File: src/rtl/tad_pkg.sv
package tad_pkg;

    // ------------------------------------------------------------
    // decoded operation classes
    // ------------------------------------------------------------
    typedef enum logic [5:0] {
        OP_OTHER        = 6'b000000, OP_MOV_RM      = 6'b000001,
        OP_MOV_IMM_RM   = 6'b000010, OP_MOV_IMM_REG = 6'b000011,
        OP_MOV_MEM_ACC  = 6'b000100, OP_MOV_ACC_MEM = 6'b000101,
        OP_MOV_TO_SEG   = 6'b000110, OP_MOV_FROM_SEG = 6'b000111,
        OP_PUSH_RM      = 6'b001000, OP_PUSH_REG    = 6'b001001,
        OP_PUSH_SEG     = 6'b001010, OP_POP_RM      = 6'b001011,
        OP_POP_REG      = 6'b001100, OP_POP_SEG     = 6'b001101,
        OP_EXCHANGE_RM  = 6'b001110, OP_EXCHANGE_ACC = 6'b001111,
        OP_IN_FIXED     = 6'b010000, OP_IN_VAR      = 6'b010001,
        OP_OUT_FIXED    = 6'b010010, OP_OUT_VAR     = 6'b010011,
        table_translate_op        = 6'b010100,
        load_effective_offset_op  = 6'b010101,
        load_pointer_data_seg_op  = 6'b010110,
        load_pointer_extra_seg_op = 6'b010111,
        flags_to_high_acc_op      = 6'b011000,
        high_acc_to_flags_op      = 6'b011001,
        OP_PUSH_FLAGS   = 6'b011010, OP_POP_FLAGS   = 6'b011011,
        OP_ADD_RM       = 6'b011100, OP_ADD_IMM_RM  = 6'b011101,
        OP_ADD_ACC      = 6'b011110, OP_ADC_RM      = 6'b011111,
        OP_ADC_IMM_RM   = 6'b100000, OP_ADC_ACC     = 6'b100001,
        OP_INC_RM       = 6'b100010, OP_INC_REG     = 6'b100011,
        unpacked_add_adjust_op    = 6'b100100,
        packed_add_adjust_op      = 6'b100101,
        OP_SUB_RM       = 6'b100110, OP_SUB_IMM_RM  = 6'b100111,
        OP_SUB_ACC      = 6'b101000,
        subtract_with_borrow_op   = 6'b101001,
        OP_BORROW_IMM_RM = 6'b101010, OP_BORROW_ACC = 6'b101011,
        OP_DEC_RM       = 6'b101100, OP_DEC_REG     = 6'b101101,
        OP_NEG          = 6'b101110, OP_CMP_RM      = 6'b101111,
        OP_CMP_IMM_RM   = 6'b110000, OP_CMP_ACC     = 6'b110001
    } tad_op_e;

    typedef enum logic [2:0] {
        ST_FIRST = 3'b000, ST_MODRM = 3'b001, ST_DISP_LO = 3'b010,
        ST_DISP_HI = 3'b011, ST_IMM_LO = 3'b100, ST_IMM_HI = 3'b101
    } tad_state_e;

    typedef enum logic [1:0] {
        GRP_NONE = 2'b00, GRP_IMM = 2'b01, GRP_INCDEC = 2'b10,
        GRP_UNARY = 2'b11
    } tad_grp_e;

    // ------------------------------------------------------------
    // first-byte patterns
    // ------------------------------------------------------------
    localparam logic [7:0] P_MOV_RM      = 8'b100010??;
    localparam logic [7:0] P_MOV_IMM_RM  = 8'b1100011?;
    localparam logic [7:0] P_MOV_IMM_REG = 8'b1011????;
    localparam logic [7:0] P_MOV_MEM_ACC = 8'b1010000?;
    localparam logic [7:0] P_MOV_ACC_MEM = 8'b1010001?;
    localparam logic [7:0] P_MOV_TO_SEG  = 8'h8e;
    localparam logic [7:0] P_MOV_FROM_SEG = 8'h8c;
    localparam logic [7:0] P_GRP_INCDEC  = 8'b1111111?;
    localparam logic [7:0] P_PUSH_REG    = 8'b01010???;
    localparam logic [7:0] P_PUSH_SEG    = 8'b000??110;
    localparam logic [7:0] P_POP_RM      = 8'h8f;
    localparam logic [7:0] P_POP_REG     = 8'b01011???;
    localparam logic [7:0] P_POP_SEG     = 8'b000??111;
    localparam logic [7:0] P_EXCH_RM     = 8'b1000011?;
    localparam logic [7:0] P_EXCH_ACC    = 8'b10010???;
    localparam logic [7:0] P_IN_FIXED    = 8'b1110010?;
    localparam logic [7:0] P_IN_VAR      = 8'b1110110?;
    localparam logic [7:0] P_OUT_FIXED   = 8'b1110011?;
    localparam logic [7:0] P_OUT_VAR     = 8'b1110111?;
    localparam logic [7:0] P_TRANSLATE   = 8'hd7;
    localparam logic [7:0] P_LOAD_EFF    = 8'h8d;
    localparam logic [7:0] P_PTR_DATA    = 8'hc5;
    localparam logic [7:0] P_PTR_EXTRA   = 8'hc4;
    localparam logic [7:0] P_FLAGS_TO_AH = 8'h9f;
    localparam logic [7:0] P_AH_TO_FLAGS = 8'h9e;
    localparam logic [7:0] P_PUSH_FLAGS  = 8'h9c;
    localparam logic [7:0] P_POP_FLAGS   = 8'h9d;
    localparam logic [7:0] P_ADD_RM      = 8'b000000??;
    localparam logic [7:0] P_ADD_ACC     = 8'b0000010?;
    localparam logic [7:0] P_ADC_RM      = 8'b000100??;
    localparam logic [7:0] P_ADC_ACC     = 8'b0001010?;
    localparam logic [7:0] P_GRP_IMM     = 8'b100000??;
    localparam logic [7:0] P_INC_REG     = 8'b01000???;
    localparam logic [7:0] P_DEC_REG     = 8'b01001???;
    localparam logic [7:0] P_UNPK_ADJ    = 8'h37;
    localparam logic [7:0] P_PACK_ADJ    = 8'h27;
    localparam logic [7:0] P_SUB_RM      = 8'b001010??;
    localparam logic [7:0] P_SUB_ACC     = 8'b0010110?;
    localparam logic [7:0] P_BORROW_RM   = 8'b000110??;
    localparam logic [7:0] P_BORROW_ACC  = 8'b0001110?;
    localparam logic [7:0] P_GRP_UNARY   = 8'b1111011?;
    localparam logic [7:0] P_CMP_RM      = 8'b001110??;
    localparam logic [7:0] P_CMP_ACC     = 8'b0011110?;

    // ------------------------------------------------------------
    // extension codes, field positions, reset values
    // ------------------------------------------------------------
    localparam logic [2:0] EXT_ADD = 3'h0;
    localparam logic [2:0] EXT_ADC = 3'h2;
    localparam logic [2:0] EXT_BORROW = 3'h3;
    localparam logic [2:0] EXT_SUB = 3'h5;
    localparam logic [2:0] EXT_CMP = 3'h7;
    localparam logic [2:0] EXT_INC = 3'h0;
    localparam logic [2:0] EXT_DEC = 3'h1;
    localparam logic [2:0] EXT_PUSH = 3'h6;
    localparam logic [2:0] EXT_TEST = 3'h0;
    localparam logic [2:0] EXT_NEG = 3'h3;
    localparam logic [1:0] MOD_NODISP = 2'h0;
    localparam logic [1:0] MOD_DISP8 = 2'h1;
    localparam logic [1:0] MOD_DISP16 = 2'h2;
    localparam logic [2:0] RM_DIRECT = 3'h6;
    localparam logic [1:0] SW_WORD_IMM = 2'h1;
    localparam int W_BIT = 0;
    localparam int D_BIT = 1;
    localparam int S_BIT = 1;
    localparam int REG8_W_BIT = 3;
    localparam logic [2:0] LEN_ONE = 3'h1;
    localparam logic [15:0] WORD_RST = 16'h0000;

endpackage

File: src/rtl/tad_decoder.sv
`timescale 1ns/1ps

// What this block does
// - 11010111 alone decodes as table translate
// - 10001101 plus addressing byte: load offset
// - 11000101/11000100 pointer loads, one addressing byte
// - 10011111 flags to AH, 10011110 back
// - 00110111 alone: unpacked add adjust
// - 00100111 alone: packed add adjust
// - 000000dw add with addressing byte
// - 001010dw subtract with addressing byte
// - add-carry register, group 010, accumulator forms
// - borrow-subtract register, group 011, accumulator forms
module tad_decoder (
    input  wire logic            ref_clk,
    input  wire logic            rst_b,
    input  wire logic            flush,
    input  wire logic            in_valid,
    input  wire logic [7:0]      in_byte,
    output tad_pkg::tad_op_e     insn_op,
    output logic                 insn_valid,
    output logic                 wide,
    output logic                 dir_to_reg,
    output logic                 sign_ext,
    output logic                 has_modrm,
    output logic [1:0]           mode_field,
    output logic [2:0]           reg_field,
    output logic [2:0]           rm_field,
    output logic [15:0]          disp_word,
    output logic [15:0]          imm_word,
    output logic [2:0]           insn_len
);

    // ------------------------------------------------------------
    // working state
    // ------------------------------------------------------------
    tad_pkg::tad_state_e state;
    tad_pkg::tad_state_e next_state;
    tad_pkg::tad_grp_e   grp;
    logic [1:0]          disp_n;
    logic [1:0]          imm_n;

    // ------------------------------------------------------------
    // first-byte classification
    // ------------------------------------------------------------
    tad_pkg::tad_op_e fb_op;
    tad_pkg::tad_grp_e fb_grp;
    logic             fb_modrm;
    logic             fb_dw;
    logic [1:0]       fb_imm;
    logic             fb_w;
    wire  logic [1:0] imm_by_w = in_byte[tad_pkg::W_BIT] ? 2'd2 : 2'd1;
    wire  logic       seg_form = (in_byte ==? tad_pkg::P_PUSH_SEG) ||
                                 (in_byte ==? tad_pkg::P_POP_SEG);
    wire  logic [2:0] fb_reg = seg_form ? {1'b0, in_byte[4:3]}
                                        : in_byte[2:0];

    always_comb begin
        fb_op = tad_pkg::OP_OTHER;
        fb_grp = tad_pkg::GRP_NONE;
        fb_modrm = 1'b0;
        fb_dw = 1'b0;
        fb_imm = 2'd0;
        fb_w = in_byte[tad_pkg::W_BIT];
        casez (in_byte)
            tad_pkg::P_MOV_RM: begin
                fb_op = tad_pkg::OP_MOV_RM;
                fb_modrm = 1'b1;
                fb_dw = 1'b1;
            end
            tad_pkg::P_MOV_IMM_RM: begin
                fb_op = tad_pkg::OP_MOV_IMM_RM;
                fb_modrm = 1'b1;
                fb_imm = imm_by_w;
            end
            tad_pkg::P_MOV_IMM_REG: begin
                fb_op = tad_pkg::OP_MOV_IMM_REG;
                fb_w = in_byte[tad_pkg::REG8_W_BIT];
                fb_imm = in_byte[tad_pkg::REG8_W_BIT] ? 2'd2 : 2'd1;
            end
            tad_pkg::P_MOV_MEM_ACC: begin
                fb_op = tad_pkg::OP_MOV_MEM_ACC;
                fb_imm = 2'd2;
            end
            tad_pkg::P_MOV_ACC_MEM: begin
                fb_op = tad_pkg::OP_MOV_ACC_MEM;
                fb_imm = 2'd2;
            end
            tad_pkg::P_MOV_TO_SEG: begin
                fb_op = tad_pkg::OP_MOV_TO_SEG;
                fb_modrm = 1'b1;
                fb_w = 1'b1;
            end
            tad_pkg::P_MOV_FROM_SEG: begin
                fb_op = tad_pkg::OP_MOV_FROM_SEG;
                fb_modrm = 1'b1;
                fb_w = 1'b1;
            end
            tad_pkg::P_GRP_INCDEC: begin
                fb_grp = tad_pkg::GRP_INCDEC;
                fb_modrm = 1'b1;
            end
            tad_pkg::P_PUSH_REG: begin
                fb_op = tad_pkg::OP_PUSH_REG;
                fb_w = 1'b1;
            end
            tad_pkg::P_PUSH_SEG: begin
                fb_op = tad_pkg::OP_PUSH_SEG;
                fb_w = 1'b1;
            end
            tad_pkg::P_POP_RM: begin
                fb_op = tad_pkg::OP_POP_RM;
                fb_modrm = 1'b1;
                fb_w = 1'b1;
            end
            tad_pkg::P_POP_REG: begin
                fb_op = tad_pkg::OP_POP_REG;
                fb_w = 1'b1;
            end
            tad_pkg::P_POP_SEG: begin
                fb_op = tad_pkg::OP_POP_SEG;
                fb_w = 1'b1;
            end
            tad_pkg::P_EXCH_RM: begin
                fb_op = tad_pkg::OP_EXCHANGE_RM;
                fb_modrm = 1'b1;
            end
            tad_pkg::P_EXCH_ACC: begin
                fb_op = tad_pkg::OP_EXCHANGE_ACC;
                fb_w = 1'b1;
            end
            tad_pkg::P_IN_FIXED: begin
                fb_op = tad_pkg::OP_IN_FIXED;
                fb_imm = 2'd1;
            end
            tad_pkg::P_IN_VAR: fb_op = tad_pkg::OP_IN_VAR;
            tad_pkg::P_OUT_FIXED: begin
                fb_op = tad_pkg::OP_OUT_FIXED;
                fb_imm = 2'd1;
            end
            tad_pkg::P_OUT_VAR: fb_op = tad_pkg::OP_OUT_VAR;
            tad_pkg::P_TRANSLATE: begin
                fb_op = tad_pkg::table_translate_op;
                fb_w = 1'b0;
            end
            tad_pkg::P_LOAD_EFF: begin
                fb_op = tad_pkg::load_effective_offset_op;
                fb_modrm = 1'b1;
            end
            tad_pkg::P_PTR_DATA: begin
                fb_op = tad_pkg::load_pointer_data_seg_op;
                fb_modrm = 1'b1;
                fb_w = 1'b1;
            end
            tad_pkg::P_PTR_EXTRA: begin
                fb_op = tad_pkg::load_pointer_extra_seg_op;
                fb_modrm = 1'b1;
                fb_w = 1'b1;
            end
            tad_pkg::P_FLAGS_TO_AH: fb_op = tad_pkg::flags_to_high_acc_op;
            tad_pkg::P_AH_TO_FLAGS: fb_op = tad_pkg::high_acc_to_flags_op;
            tad_pkg::P_PUSH_FLAGS: fb_op = tad_pkg::OP_PUSH_FLAGS;
            tad_pkg::P_POP_FLAGS: fb_op = tad_pkg::OP_POP_FLAGS;
            tad_pkg::P_ADD_RM: begin
                fb_op = tad_pkg::OP_ADD_RM;
                fb_modrm = 1'b1;
                fb_dw = 1'b1;
            end
            tad_pkg::P_ADD_ACC: begin
                fb_op = tad_pkg::OP_ADD_ACC;
                fb_imm = imm_by_w;
            end
            tad_pkg::P_ADC_RM: begin
                fb_op = tad_pkg::OP_ADC_RM;
                fb_modrm = 1'b1;
                fb_dw = 1'b1;
            end
            tad_pkg::P_ADC_ACC: begin
                fb_op = tad_pkg::OP_ADC_ACC;
                fb_imm = imm_by_w;
            end
            tad_pkg::P_GRP_IMM: begin
                fb_grp = tad_pkg::GRP_IMM;
                fb_modrm = 1'b1;
                fb_imm = (in_byte[1:0] == tad_pkg::SW_WORD_IMM) ? 2'd2
                                                                : 2'd1;
            end
            tad_pkg::P_INC_REG: begin
                fb_op = tad_pkg::OP_INC_REG;
                fb_w = 1'b1;
            end
            tad_pkg::P_DEC_REG: begin
                fb_op = tad_pkg::OP_DEC_REG;
                fb_w = 1'b1;
            end
            tad_pkg::P_UNPK_ADJ: fb_op = tad_pkg::unpacked_add_adjust_op;
            tad_pkg::P_PACK_ADJ: fb_op = tad_pkg::packed_add_adjust_op;
            tad_pkg::P_SUB_RM: begin
                fb_op = tad_pkg::OP_SUB_RM;
                fb_modrm = 1'b1;
                fb_dw = 1'b1;
            end
            tad_pkg::P_SUB_ACC: begin
                fb_op = tad_pkg::OP_SUB_ACC;
                fb_imm = imm_by_w;
            end
            tad_pkg::P_BORROW_RM: begin
                fb_op = tad_pkg::subtract_with_borrow_op;
                fb_modrm = 1'b1;
                fb_dw = 1'b1;
            end
            tad_pkg::P_BORROW_ACC: begin
                fb_op = tad_pkg::OP_BORROW_ACC;
                fb_imm = imm_by_w;
            end
            tad_pkg::P_GRP_UNARY: begin
                fb_grp = tad_pkg::GRP_UNARY;
                fb_modrm = 1'b1;
            end
            tad_pkg::P_CMP_RM: begin
                fb_op = tad_pkg::OP_CMP_RM;
                fb_modrm = 1'b1;
                fb_dw = 1'b1;
            end
            tad_pkg::P_CMP_ACC: begin
                fb_op = tad_pkg::OP_CMP_ACC;
                fb_imm = imm_by_w;
            end
            default: fb_op = tad_pkg::OP_OTHER;
        endcase
    end

    // ------------------------------------------------------------
    // addressing-byte resolution
    // ------------------------------------------------------------
    wire logic [1:0] mr_mod = in_byte[7:6];
    wire logic [2:0] mr_ext = in_byte[5:3];
    wire logic [1:0] mr_disp =
        (mr_mod == tad_pkg::MOD_DISP8) ? 2'd1 :
        (mr_mod == tad_pkg::MOD_DISP16) ? 2'd2 :
        (mr_mod == tad_pkg::MOD_NODISP &&
         in_byte[2:0] == tad_pkg::RM_DIRECT) ? 2'd2 : 2'd0;
    wire logic [1:0] mr_imm =
        (grp == tad_pkg::GRP_UNARY && mr_ext == tad_pkg::EXT_TEST)
            ? (wide ? 2'd2 : 2'd1) : imm_n;
    tad_pkg::tad_op_e mr_op;

    always_comb begin
        mr_op = insn_op;
        case (grp)
            tad_pkg::GRP_IMM: begin
                case (mr_ext)
                    tad_pkg::EXT_ADD: mr_op = tad_pkg::OP_ADD_IMM_RM;
                    tad_pkg::EXT_ADC: mr_op = tad_pkg::OP_ADC_IMM_RM;
                    tad_pkg::EXT_BORROW: mr_op = tad_pkg::OP_BORROW_IMM_RM;
                    tad_pkg::EXT_SUB: mr_op = tad_pkg::OP_SUB_IMM_RM;
                    tad_pkg::EXT_CMP: mr_op = tad_pkg::OP_CMP_IMM_RM;
                    default: mr_op = tad_pkg::OP_OTHER;
                endcase
            end
            tad_pkg::GRP_INCDEC: begin
                case (mr_ext)
                    tad_pkg::EXT_INC: mr_op = tad_pkg::OP_INC_RM;
                    tad_pkg::EXT_DEC: mr_op = tad_pkg::OP_DEC_RM;
                    tad_pkg::EXT_PUSH: mr_op = tad_pkg::OP_PUSH_RM;
                    default: mr_op = tad_pkg::OP_OTHER;
                endcase
            end
            tad_pkg::GRP_UNARY: begin
                mr_op = (mr_ext == tad_pkg::EXT_NEG) ? tad_pkg::OP_NEG
                                                     : tad_pkg::OP_OTHER;
            end
            default: mr_op = insn_op;
        endcase
    end

    // ------------------------------------------------------------
    // sequencing
    // ------------------------------------------------------------
    wire logic [1:0] cur_disp = (state == tad_pkg::ST_MODRM) ? mr_disp
                                                           : disp_n;
    wire logic [1:0] cur_imm = (state == tad_pkg::ST_FIRST) ? fb_imm :
                               (state == tad_pkg::ST_MODRM) ? mr_imm : imm_n;
    wire logic       imm_next = (cur_imm != 2'd0);
    wire tad_pkg::tad_state_e after_disp =
        imm_next ? tad_pkg::ST_IMM_LO : tad_pkg::ST_FIRST;

    always_comb begin
        next_state = state;
        case (state)
            tad_pkg::ST_FIRST:
                next_state = fb_modrm ? tad_pkg::ST_MODRM : after_disp;
            tad_pkg::ST_MODRM:
                next_state = (cur_disp != 2'd0) ? tad_pkg::ST_DISP_LO
                                                : after_disp;
            tad_pkg::ST_DISP_LO:
                next_state = (disp_n == 2'd2) ? tad_pkg::ST_DISP_HI
                                              : after_disp;
            tad_pkg::ST_DISP_HI: next_state = after_disp;
            tad_pkg::ST_IMM_LO:
                next_state = (imm_n == 2'd2) ? tad_pkg::ST_IMM_HI
                                             : tad_pkg::ST_FIRST;
            tad_pkg::ST_IMM_HI: next_state = tad_pkg::ST_FIRST;
            default: next_state = tad_pkg::ST_FIRST;
        endcase
    end

    wire logic done = in_valid && next_state == tad_pkg::ST_FIRST;
    wire logic [7:0] ext_hi = (sign_ext && wide) ? {8{in_byte[7]}} : 8'h00;

    always_ff @(posedge ref_clk or negedge rst_b) begin
        if (!rst_b) begin
            state <= tad_pkg::ST_FIRST;
            grp <= tad_pkg::GRP_NONE;
            disp_n <= 2'd0;
            imm_n <= 2'd0;
            insn_op <= tad_pkg::OP_OTHER;
            insn_valid <= 1'b0;
            wide <= 1'b0;
            dir_to_reg <= 1'b0;
            sign_ext <= 1'b0;
            has_modrm <= 1'b0;
            mode_field <= 2'd0;
            reg_field <= 3'd0;
            rm_field <= 3'd0;
            disp_word <= tad_pkg::WORD_RST;
            imm_word <= tad_pkg::WORD_RST;
            insn_len <= 3'd0;
        end else if (flush) begin
            state <= tad_pkg::ST_FIRST;
            insn_valid <= 1'b0;
        end else begin
            insn_valid <= done;
            if (in_valid) begin
                state <= next_state;
                insn_len <= insn_len + 3'd1;
                case (state)
                    tad_pkg::ST_FIRST: begin
                        insn_len <= tad_pkg::LEN_ONE;
                        insn_op <= fb_op;
                        grp <= fb_grp;
                        imm_n <= fb_imm;
                        disp_n <= 2'd0;
                        has_modrm <= fb_modrm;
                        wide <= fb_w;
                        dir_to_reg <= fb_dw & in_byte[tad_pkg::D_BIT];
                        sign_ext <= (fb_grp == tad_pkg::GRP_IMM) &
                                    in_byte[tad_pkg::S_BIT];
                        mode_field <= 2'd0;
                        reg_field <= fb_reg;
                        rm_field <= 3'd0;
                        disp_word <= tad_pkg::WORD_RST;
                        imm_word <= tad_pkg::WORD_RST;
                    end
                    tad_pkg::ST_MODRM: begin
                        insn_op <= mr_op;
                        disp_n <= mr_disp;
                        imm_n <= mr_imm;
                        mode_field <= mr_mod;
                        reg_field <= mr_ext;
                        rm_field <= in_byte[2:0];
                    end
                    tad_pkg::ST_DISP_LO:
                        disp_word <= {{8{in_byte[7]}}, in_byte};
                    tad_pkg::ST_DISP_HI: disp_word[15:8] <= in_byte;
                    // one-byte group immediates widen by sign only when s:w=11
                    tad_pkg::ST_IMM_LO:
                        imm_word <= {ext_hi, in_byte};
                    tad_pkg::ST_IMM_HI: imm_word[15:8] <= in_byte;
                    default: state <= tad_pkg::ST_FIRST;
                endcase
            end
        end
    end

endmodule

File: config.mk
export PLATFORM = sky130hd
export DESIGN_NAME = tad_decoder
export DESIGN_NICKNAME = d
export VERILOG_FILES = /design/src/rtl/tad_pkg.sv /design/src/rtl/tad_decoder.sv
export SDC_FILE = /design/constraint.sdc
export NUM_CORES = 1
export LEC_CHECK = 0
export CORE_MARGIN = 2
export CORE_UTILIZATION = 45
export CTS_CLUSTER_SIZE = 16
export DETAILED_ROUTE_END_ITERATION = 10
export DONT_BUFFER_PORTS = 1
export PLACE_DENSITY = 0.63
export RECOVER_POWER = 50
export SLEW_MARGIN = 40
export SYNTH_ARGS = -nofsm -noshare
export SYNTH_HDL_FRONTEND = slang
export SYNTH_SLANG_ARGS = --single-unit
File: constraint.sdc
create_clock -name ref_clk -period 2.32 [get_ports ref_clk]
set_input_delay 0.232 -clock ref_clk [delete_from_list [all_inputs] [get_ports ref_clk]]
set_output_delay 0.232 -clock ref_clk [all_outputs]
set_load 0.005 [all_outputs]
Word-level counts from Yosys, hierarchy flattened

Index checks and enable logic that the tools add are counted.

Register bits: 63
Input port bits: 12
Output and inout port bits: 54
Logic and storage cells: 163

$add $sub $neg: 1
Equality and inequality tests: 64
Multiplexer cells: 44
Bitwise operators: 3
Reductions and logical operators: 33

Operators by type and width:

| kind                                                                  | count |
|---|---|
| 6-bit case mux with 40 select lines                                   | 1 |
| 8-bit equality test, second input constant                            | 11 |
| 7-bit equality test, second input constant                            | 10 |
| 8-bit case mux with 3 select lines                                    | 2 |
| 6-bit case mux with 3 select lines                                    | 2 |
| 8-bit case mux with 2 select lines                                    | 2 |
| 3-bit 2-to-1 mux                                                      | 10 |
| 6-bit case mux with 5 select lines                                    | 1 |
| 6-bit by 3-bit equality test with 1-bit output, second input constant | 4 |
| 2-bit 2-to-1 mux                                                      | 11 |
| 5-bit by 4-bit equality test with 1-bit output, second input constant | 4 |
| 3-bit equality test, second input constant                            | 6 |
| 3-bit AND reduction                                                   | 6 |
| 6-bit OR reduction                                                    | 3 |
| 17-bit OR reduction                                                   | 1 |
| 8-bit by 6-bit equality test with 1-bit output, second input constant | 2 |
| 3-bit case mux with 5 select lines                                    | 1 |
| 7-bit by 4-bit equality test with 1-bit output, second input constant | 2 |
| 7-bit by 5-bit equality test with 1-bit output, second input constant | 2 |
| 3-bit by 2-bit equality test with 1-bit output, second input constant | 4 |
| 6-bit by 4-bit equality test with 1-bit output, second input constant | 2 |
| 6-bit equality test, second input constant                            | 2 |
| 2-bit case mux with 2 select lines                                    | 3 |
| 3-bit case mux with 2 select lines                                    | 2 |
| 28 further kinds                                                      | 51 |

Longest topological paths before layout

Gate-level depths: netlist of the first run.

Word-level depth: 12
Mapped depth: 9
Depth with buffers taken out: 8

Worst setup path after synthesis of the first run

Ideal clock, no wire load.

Path kind: input to register
Start point: input port in_byte[5]
End point: register state[2]
Library setup time: 96 ps
Arrival: 1,814 ps
Required time: 2,224 ps
Path slack: 411 ps
Cell stages on the path: 7
Buffers on the path: 1
Cells stage by stage: buf_2 -> or4b_4 -> nor3_2 -> or3_1 -> nor4_1 -> a2111o_1 -> a311oi_2

Cells in the longest elaborated chain, start to end: 12
Elaborated cells between the ends (all ways): 47
Classes of those cells: 26 x eq/ne; 13 x mux; 8 x reduce/logical

RTL lines:

| item                                                                                   | RTL line           | source |
|---|---|---|
| start: declaration                                                                     | tad_decoder.sv:19  | `input wire logic [7:0] in_byte,` |
| branches (longest 8 deep; another with 7-bit by 5-bit equality test with 1-bit output) | --                 |  |
| 3-bit case mux with 5 select lines (*)                                                 | tad_decoder.sv:290 | `case (state)` |
| 3-bit 2-to-1 mux (*)                                                                   | tad_decoder.sv:337 | `case (state)` |
| 3-bit 2-to-1 mux (*)                                                                   | tad_decoder.sv:334 | `if (in_valid) begin` |
| 3-bit 2-to-1 mux (*)                                                                   | tad_decoder.sv:329 | `end else if (flush) begin` |
| end signal: assignment                                                                 | tad_decoder.sv:313 | `state <= tad_pkg::ST_FIRST;` |
| end signal: assignment                                                                 | tad_decoder.sv:330 | `state <= tad_pkg::ST_FIRST;` |
| end signal: assignment                                                                 | tad_decoder.sv:335 | `state <= next_state;` |
| end: declaration                                                                       | tad_decoder.sv:37  | `tad_pkg::tad_state_e state;` |

Mark *: on every way between the ends. The select of a mux whose other input is x is not followed.
A chain may end at the register's enable or synchronous reset.

Final worst setup path of the first run

Start point: register grp[1]
End point: register insn_op[0]

Cells in the longest elaborated chain, start to end: 3
Elaborated cells between the ends (all ways): 7
Classes of those cells: 4 x eq/ne; 2 x mux; 1 x reduce/logical

RTL lines:

| item                                                                                                          | RTL line           | source |
|---|---|---|
| start: declaration                                                                                            | tad_decoder.sv:39  | `tad_pkg::tad_grp_e grp;` |
| start signal: assignment                                                                                      | tad_decoder.sv:314 | `grp <= tad_pkg::GRP_NONE;` |
| start signal: assignment                                                                                      | tad_decoder.sv:341 | `grp <= fb_grp;` |
| 2-bit equality test / 2-bit by 1-bit equality test with 1-bit output (equally long branches)                  | tad_decoder.sv:250 | `case (grp)` |
| 6-bit case mux with 3 select lines / 4-bit by 2-bit inequality test with 1-bit output (equally long branches) | --                 |  |
| 6-bit case mux with 2 select lines / 4-bit AND reduction (equally long branches)                              | --                 |  |
| end signal: assignment                                                                                        | tad_decoder.sv:317 | `insn_op <= tad_pkg::OP_OTHER;` |
| end signal: assignment                                                                                        | tad_decoder.sv:340 | `insn_op <= fb_op;` |
| end signal: assignment                                                                                        | tad_decoder.sv:356 | `insn_op <= mr_op;` |
| end: declaration                                                                                              | tad_decoder.sv:20  | `output tad_pkg::tad_op_e insn_op,` |

Several ways; a longest one is shown, not always the timed one.

==> run_results.csv, run 1 <==
group,metric,value,unit
outcome,status,"complete, but fails checks",
outcome,violations,"max-capacitance violations, max-slew violations",
final_layout,multiInputGateArea,2030,um^2
global_route,grt_max_degree,64,
yosys,synth_edf_count,0,
worst_setup_path,cp_slowest_cell,"dfrtp_1",
yosys,synthArstFlopShare,100,%
route,vias,3643,
route,via_per_inst,6.37,
final_layout,syn_to_final_growth,7.64,%
yosys,yosysWarnings,0,
die,core,8220,um^2
placement,place.gp.congestion,0.886,
route,firstDrtPassIters,5,
pwr,p_leak,1.65,nW
final_layout,final-seq-area,1580,um^2
placement,port_buffers,0,
final_layout,fill_cells,794,
worst_setup_path,start_kind,"register",
yosys,synth.yosys.seq_area_share,41.3,%
cts,cts_made_buffers,9,
timing,clock_skew,0.0118,ns
global_route,grt_pass1_vias,3251,
placement,placed_cell_area,3840,um^2
cts,clock-sinks,63,
die,rows,33,
cts,cts_buffer_depth,2,
worst_setup_path,timing_worst_setup_path_type,"reg2reg",
cts,cts_root_buf,"clkbuf_8",
die,fp.dieW,96.1,um
yosys,syn_nets,491,
final_layout,postLayoutCellArea,4110,um^2
yosys,syn_area,3810,um^2
global_route,grt_pass1_wl,18.1,mm
final_layout,reg.largest.list,"disp_word (16), imm_word (16), insn_op (6)",
timing,rsz0062_at_grt,"false",
timing,period_needed,2.03,ns
route,wire_per_inst,20.1,um
timing,worst_pin_slew,1.54,ns
route,drtIter0Drc,361,
min_path,hold_class,"in2reg",
worst_setup_path,cp_top_family,"compound AO/OA/AOI/OAI gates",
final_layout,n_antenna_cell,0,
worst_setup_path,cpPeakStageDelay,0.39,ns
timing,slew_violations,64,
worst_setup_path,worstPathRequired,2.54,ns
yosys,syn_area_per_cell,8.01,um^2
yosys,postSynthCellCount,476,
pwr,power_density,644,nW/um^2
placement,placed_cells_incl_taps,549,
timing,fin_setup_tns,0,ns
die,dieArea,9230,um^2
worst_setup_path,cp_cell_sequence,"ha_1, inv_1, nand2_1, o21ai_1, a21o_1, a2111oi_0, o32ai_1",
die,initial_core_util,46.4,%
cts,cts.clk_slew.worst_paths,0.08,ns
run,drv_cap,1,
timing,hold_viol_final,0,
cts,htreeDepth,3,
cts,clk_latency,0.35,ns
final_layout,drive_gt1_share,8.99,%
route,drc,0,
timing,slew_headroom,-2.52,%
die,io_pins,66,
cts,cts_resized,0,
global_route,grt.overflow.total,0,
global_route,grt.total_usage,26.0,%
timing,fmax,493,MHz
yosys,synth_cell_type_count,63,
yosys,ys_seq_elements,63,
final_layout,final_common_cell,"nand2_1",
worst_setup_path,cp_max_fo,9,
final_layout,final_cell_mix,"85 x nand2_1, 63 x dfrtp_1, 52 x o21ai_0",
worst_setup_path,crit_arrival,2.25,ns
timing,finalSetupViolCount,0,
timing,finalCritPeriodShare,87.4,%
yosys,synth_ff_type,"dfrtp_1",
final_layout,fin_cells,572,
placement,dp_hpwl,7.51,mm
cts,cts_tree,"yes",
worst_setup_path,path_buf_inv,1,
global_route,antenna_found_initial,0,
die,die_h,96.1,um
route,final_antenna_net_count,0,
pwr,ir_worst_vdd,332,uV
timing,whs,0.0123,ns
final_layout,layout.nets,477,
worst_setup_path,worstSetupEndpointType,"register",
final_layout,final_util,50.0,%
route,drt-total-wl,11.5,mm
worst register-to-register path, delay by kind of cell, from the launching register on:
| family | cells | cell delay [ns] |
|---|---|---|
| fa+ha+maj | 1 | 0.35 |
| flops | 1 | 0.39 |
| buf+inv | 1 | 0.13 |
| compound gates | 4 | 0.93 |
| simple gates | 1 | 0.10 |
metrics by stage:
step / setup slack (ns) / power, mW
after floorplan: 0.411 / 1.60
after global placement: 0.377 / 1.65
after CTS: 0.310 / 2.66
after global routing: 0.109 / 2.77
after detailed placement: 0.334 / 1.66
final: 0.291 / 2.64
cell type report:
cell class,count,share of cell area [%]
inverters,9,0.823
clock inverters,7,1.77
well taps,105,3.20
clock buffers,9,3.02
multi-input cells,362,49.4
flip-flops and latches,63,38.4
repair buffers,17,3.41
power breakdown:
group,internal (mW),switching (mW)
logic,0.156,0.229
registers,1.20,0.0933
clock network,0.497,0.472
total,1.85,0.795
per-layer routing:
metal  up-vias  GRT usage [%]  share of wire (%)
li1       1681              -                  -
met1      1736           40.4                 46
met2       203           35.4                 43
met3        23           5.25                9.8
met4         0           8.93                1.8
met5         -              0                  0
cell usage after synthesis (3+ instances only):
master	instances	area share [%]
a221oi_1	3	0.69
nand4_1	4	0.66
nor3_1	9	1.2
nand3b_1	3	0.59
dfrtp_1	63	41
o21ai_0	52	6.8
mux2i_1	3	0.79
nor3_2	3	0.79
clkbuf_1	26	2.6
nand2b_1	8	1.3
nand2_1	85	8.4
nor2b_1	10	1.6
a211oi_1	4	0.79
nand3_1	17	2.2
inv_1	9	0.89
buf_1	6	0.59
a21oi_1	29	3.8
a22oi_1	3	0.59
nor4_1	4	0.66
nor2_1	44	4.3
buf_2	9	1.2
a22o_1	5	1.1
or2_2	3	0.49
or3_1	4	0.66
o32ai_1	5	1.1
o31ai_1	3	0.59
o22ai_1	8	1.3
a31oi_1	6	0.98
ha_1	3	0.98
kinds of logic after synthesis:
logic type,Yosys count,synth area share (%)
AO/OA/AOI/OAI,148,25.1
AND/OR/NAND/NOR,206,25.8
buffers and inverters,51,5.51
adder cells (fa/ha/maj),3,0.984
flip-flops,63,41.3
multiplexers,4,1.08
XOR/XNOR,1,0.230
final timing paths:
path | cells past startpoint | slack [ns] | from | to
max | 7 | 0.29 | grp[1]$_DFFE_PN0P_ | insn_op[0]$_DFFE_PN0P_
min | 2 | 0.01 | in_byte[0] | disp_word[8]$_DFFE_PN0P_
max reg2reg | 7 | 0.29 | grp[1]$_DFFE_PN0P_ | insn_op[0]$_DFFE_PN0P_
min reg2reg | 2 | 0.51 | mode_field[0]$_DFFE_PN0P_ | mode_field[0]$_DFFE_PN0P_
max in group asynchronous | 2 | 0.54 | rst_b | imm_word[14]$_DFFE_PN0P_
min in group asynchronous | 2 | 0.84 | rst_b | grp[1]$_DFFE_PN0P_
repair_timing:
item                      CTS  global route
hold endpoints to repair   69             0
buffers inserted            0             0
hold buffers                7             0
Power figures use the tool's default switching activity.
==> run 2: changes to the inputs <==
CORE_UTILIZATION = 53   (was 45)
PLACE_DENSITY = 0.71   (was 0.63)
==> run_results.csv, run 2 (same netlist as run 1, synthesis figures left out) <==
group,metric,value,unit
cts,cts_buffer_depth,2,
die,die_h,88.8,um
die,fp.dieW,88.8,um
worst_setup_path,cp_max_fo,9,
timing,fmax,516,MHz
final_layout,drive_gt1_share,9.55,%
pwr,ir_worst_vdd,424,uV
die,rows,30,
cts,cts_resized,0,
route,drt-total-wl,11.1,mm
worst_setup_path,cp_top_family,"compound AO/OA/AOI/OAI gates",
global_route,grt.total_usage,29.4,%
pwr,p_sw,0.792,mW
route,drc,0,
cts,cts_made_buffers,9,
pwr,p_total,2.79,mW
worst_setup_path,cpPeakStageDelay,0.38,ns
cts,cts_root_buf,"clkbuf_8",
cts,clock-sinks,63,
final_layout,final_cell_mix,"85 x nand2_1, 63 x dfrtp_1, 52 x o21ai_0",
timing,clock_skew,0.00812,ns
final_layout,final_common_cell,"nand2_1",
worst_setup_path,worstPathRequired,2.54,ns
worst_setup_path,cp_slowest_cell,"dfrtp_1",
worst_setup_path,regToRegStartpoint,"grp[0]$_DFFE_PN0P_",
global_route,antenna_found_initial,0,
pwr,seq_power_share,46.1,%
route,via_per_inst,6.46,
placement,port_buffers,0,
worst_setup_path,crit_arrival,2.16,ns
placement,dp_hpwl,7.24,mm
route,vias,3664,
global_route,grt_pass1_vias,3380,
global_route,grt_pass1_wl,17.5,mm
die,dieArea,7890,um^2
worst_setup_path,path_buf_inv,1,
die,core,6870,um^2
timing,finalSetupViolCount,0,
worst_setup_path,start_kind,"register",
worst_setup_path,timing_worst_setup_path_type,"reg2reg",
cts,cts.clk_slew.worst_paths,0.08,ns
timing,fin_setup_tns,0,ns
final_layout,reg.largest.list,"disp_word (16), imm_word (16), insn_op (6)",
pwr,power.internal,2.00,mW
outcome,status,"complete, but fails checks",
route,drtIter0Drc,332,
outcome,violations,"max-capacitance violations, max-slew violations",
route,final_antenna_net_count,0,
placement,dp_slack,0.368,ns
worst_setup_path,regToRegSetupSlack,0.38,ns
min_path,hold_start,"in_byte[1]",
die,initial_core_util,55.5,%
timing,finalCritPeriodShare,83.6,%
timing,worst_pin_slew,1.58,ns
timing,rsz0062_at_grt,"false",
timing,slew_headroom,-5.32,%
pwr,power_frac_comb,14.2,%
cts,htreeDepth,3,
worst_setup_path,worstSetupEndpointType,"register",
run,drv_cap,1,
final_layout,fill_cells,624,
final_layout,syn_to_final_growth,9.08,%
timing,hold_viol_final,0,
die,io_pins,66,
worst_setup_path,cp_cell_sequence,"ha_1, inv_1, nand2_1, o21ai_1, a21o_1, a2111oi_0, o32ai_1",
pwr,p_sw_share,28.4,%
timing,period_needed,1.94,ns
global_route,grt.overflow.total,0,
min_path,hold_class,"in2reg",
timing,whs,0.0130,ns
global_route,grt_max_degree,64,
route,firstDrtPassIters,6,
placement,place.gp.congestion,0.952,
worst_setup_path,crit_start,"grp[0]$_DFFE_PN0P_",
pwr,power_density,670,nW/um^2
pwr,p_leak,1.68,nW
timing,fin_ws,0.381,ns
pwr,clockPowerShare,39.8,%
cts,clk_latency,0.35,ns
final_layout,n_antenna_cell,0,
final_layout,layout.nets,481,
timing,slew_violations,64,
route,wire_per_inst,19.6,um
cts,cts_tree,"yes",
==> run 2: cell count changes in the layout (fill, tap and decap cells not counted), sizes merged <==
cell and delta:
buf +3, bufinv +1, clkbuf +1, clkinv -2, dlygate4sd3 +1
==> run 2: worst paths after layout <==
check / cells past startpoint / endpoint
worst max-delay path: 7 / insn_op[0]$_DFFE_PN0P_
worst min-delay path: 2 / disp_word[9]$_DFFE_PN0P_
worst max register to register: 7 / insn_op[0]$_DFFE_PN0P_
worst min register to register: 2 / disp_n[0]$_DFFE_PN0P_
max in group asynchronous: 2 / wide$_DFFE_PN0P_
min in group asynchronous: 2 / insn_op[4]$_DFFE_PN0P_
==> run 2: power by group through the flow <==
stage / Combinational, mW / Clock, mW / Sequential, mW
after floorplan: 0.324 / 0 / 1.28
after global placement: 0.343 / 0 / 1.30
final: 0.396 / 1.11 / 1.28
after detailed placement: 0.353 / 0 / 1.31
after CTS: 0.397 / 1.12 / 1.29
after global routing: 0.441 / 1.18 / 1.30
==> run 2: per-stage QoR <==
step	cell area [um^2]	instances	util, %
3_3_place_gp	3860	543	56.1
6_report	4160	567	60.6
5_1_grt	4160	567	60.6
2_1_floorplan	3810	476	-
4_1_cts	4180	567	60.9
3_5_place_dp	3860	543	56.1
==> run 2: cell type report <==
| type | instances | area [um^2] | area share (%) |
|---|---|---|---|
| Multi-Input combinational cell | 362 | 2030 | 48.7 |
| Inverter | 9 | 33.8 | 0.812 |
| Tap cell | 96 | 120 | 2.89 |
| Timing Repair Buffer | 21 | 173 | 4.15 |
| Clock buffer | 10 | 138 | 3.31 |
| Sequential cell | 63 | 1580 | 37.9 |
| Clock inverter | 6 | 92.6 | 2.22 |
==> run 2: what timing repair did <==
action,4_1_cts,5_1_grt
buffers inserted,0,0
hold endpoints to repair,70,0
hold buffers,8,0
==> run 2: per-layer routing <==
metal | up-vias | wire length (um) | global-route usage (%)
met3 | 27 | 1230 | 9.61
met5 | - | 0 | 0
li1 | 1704 | - | -
met4 | 0 | 259 | 11.0
met1 | 1716 | 4730 | 41.6
met2 | 217 | 4870 | 41.7
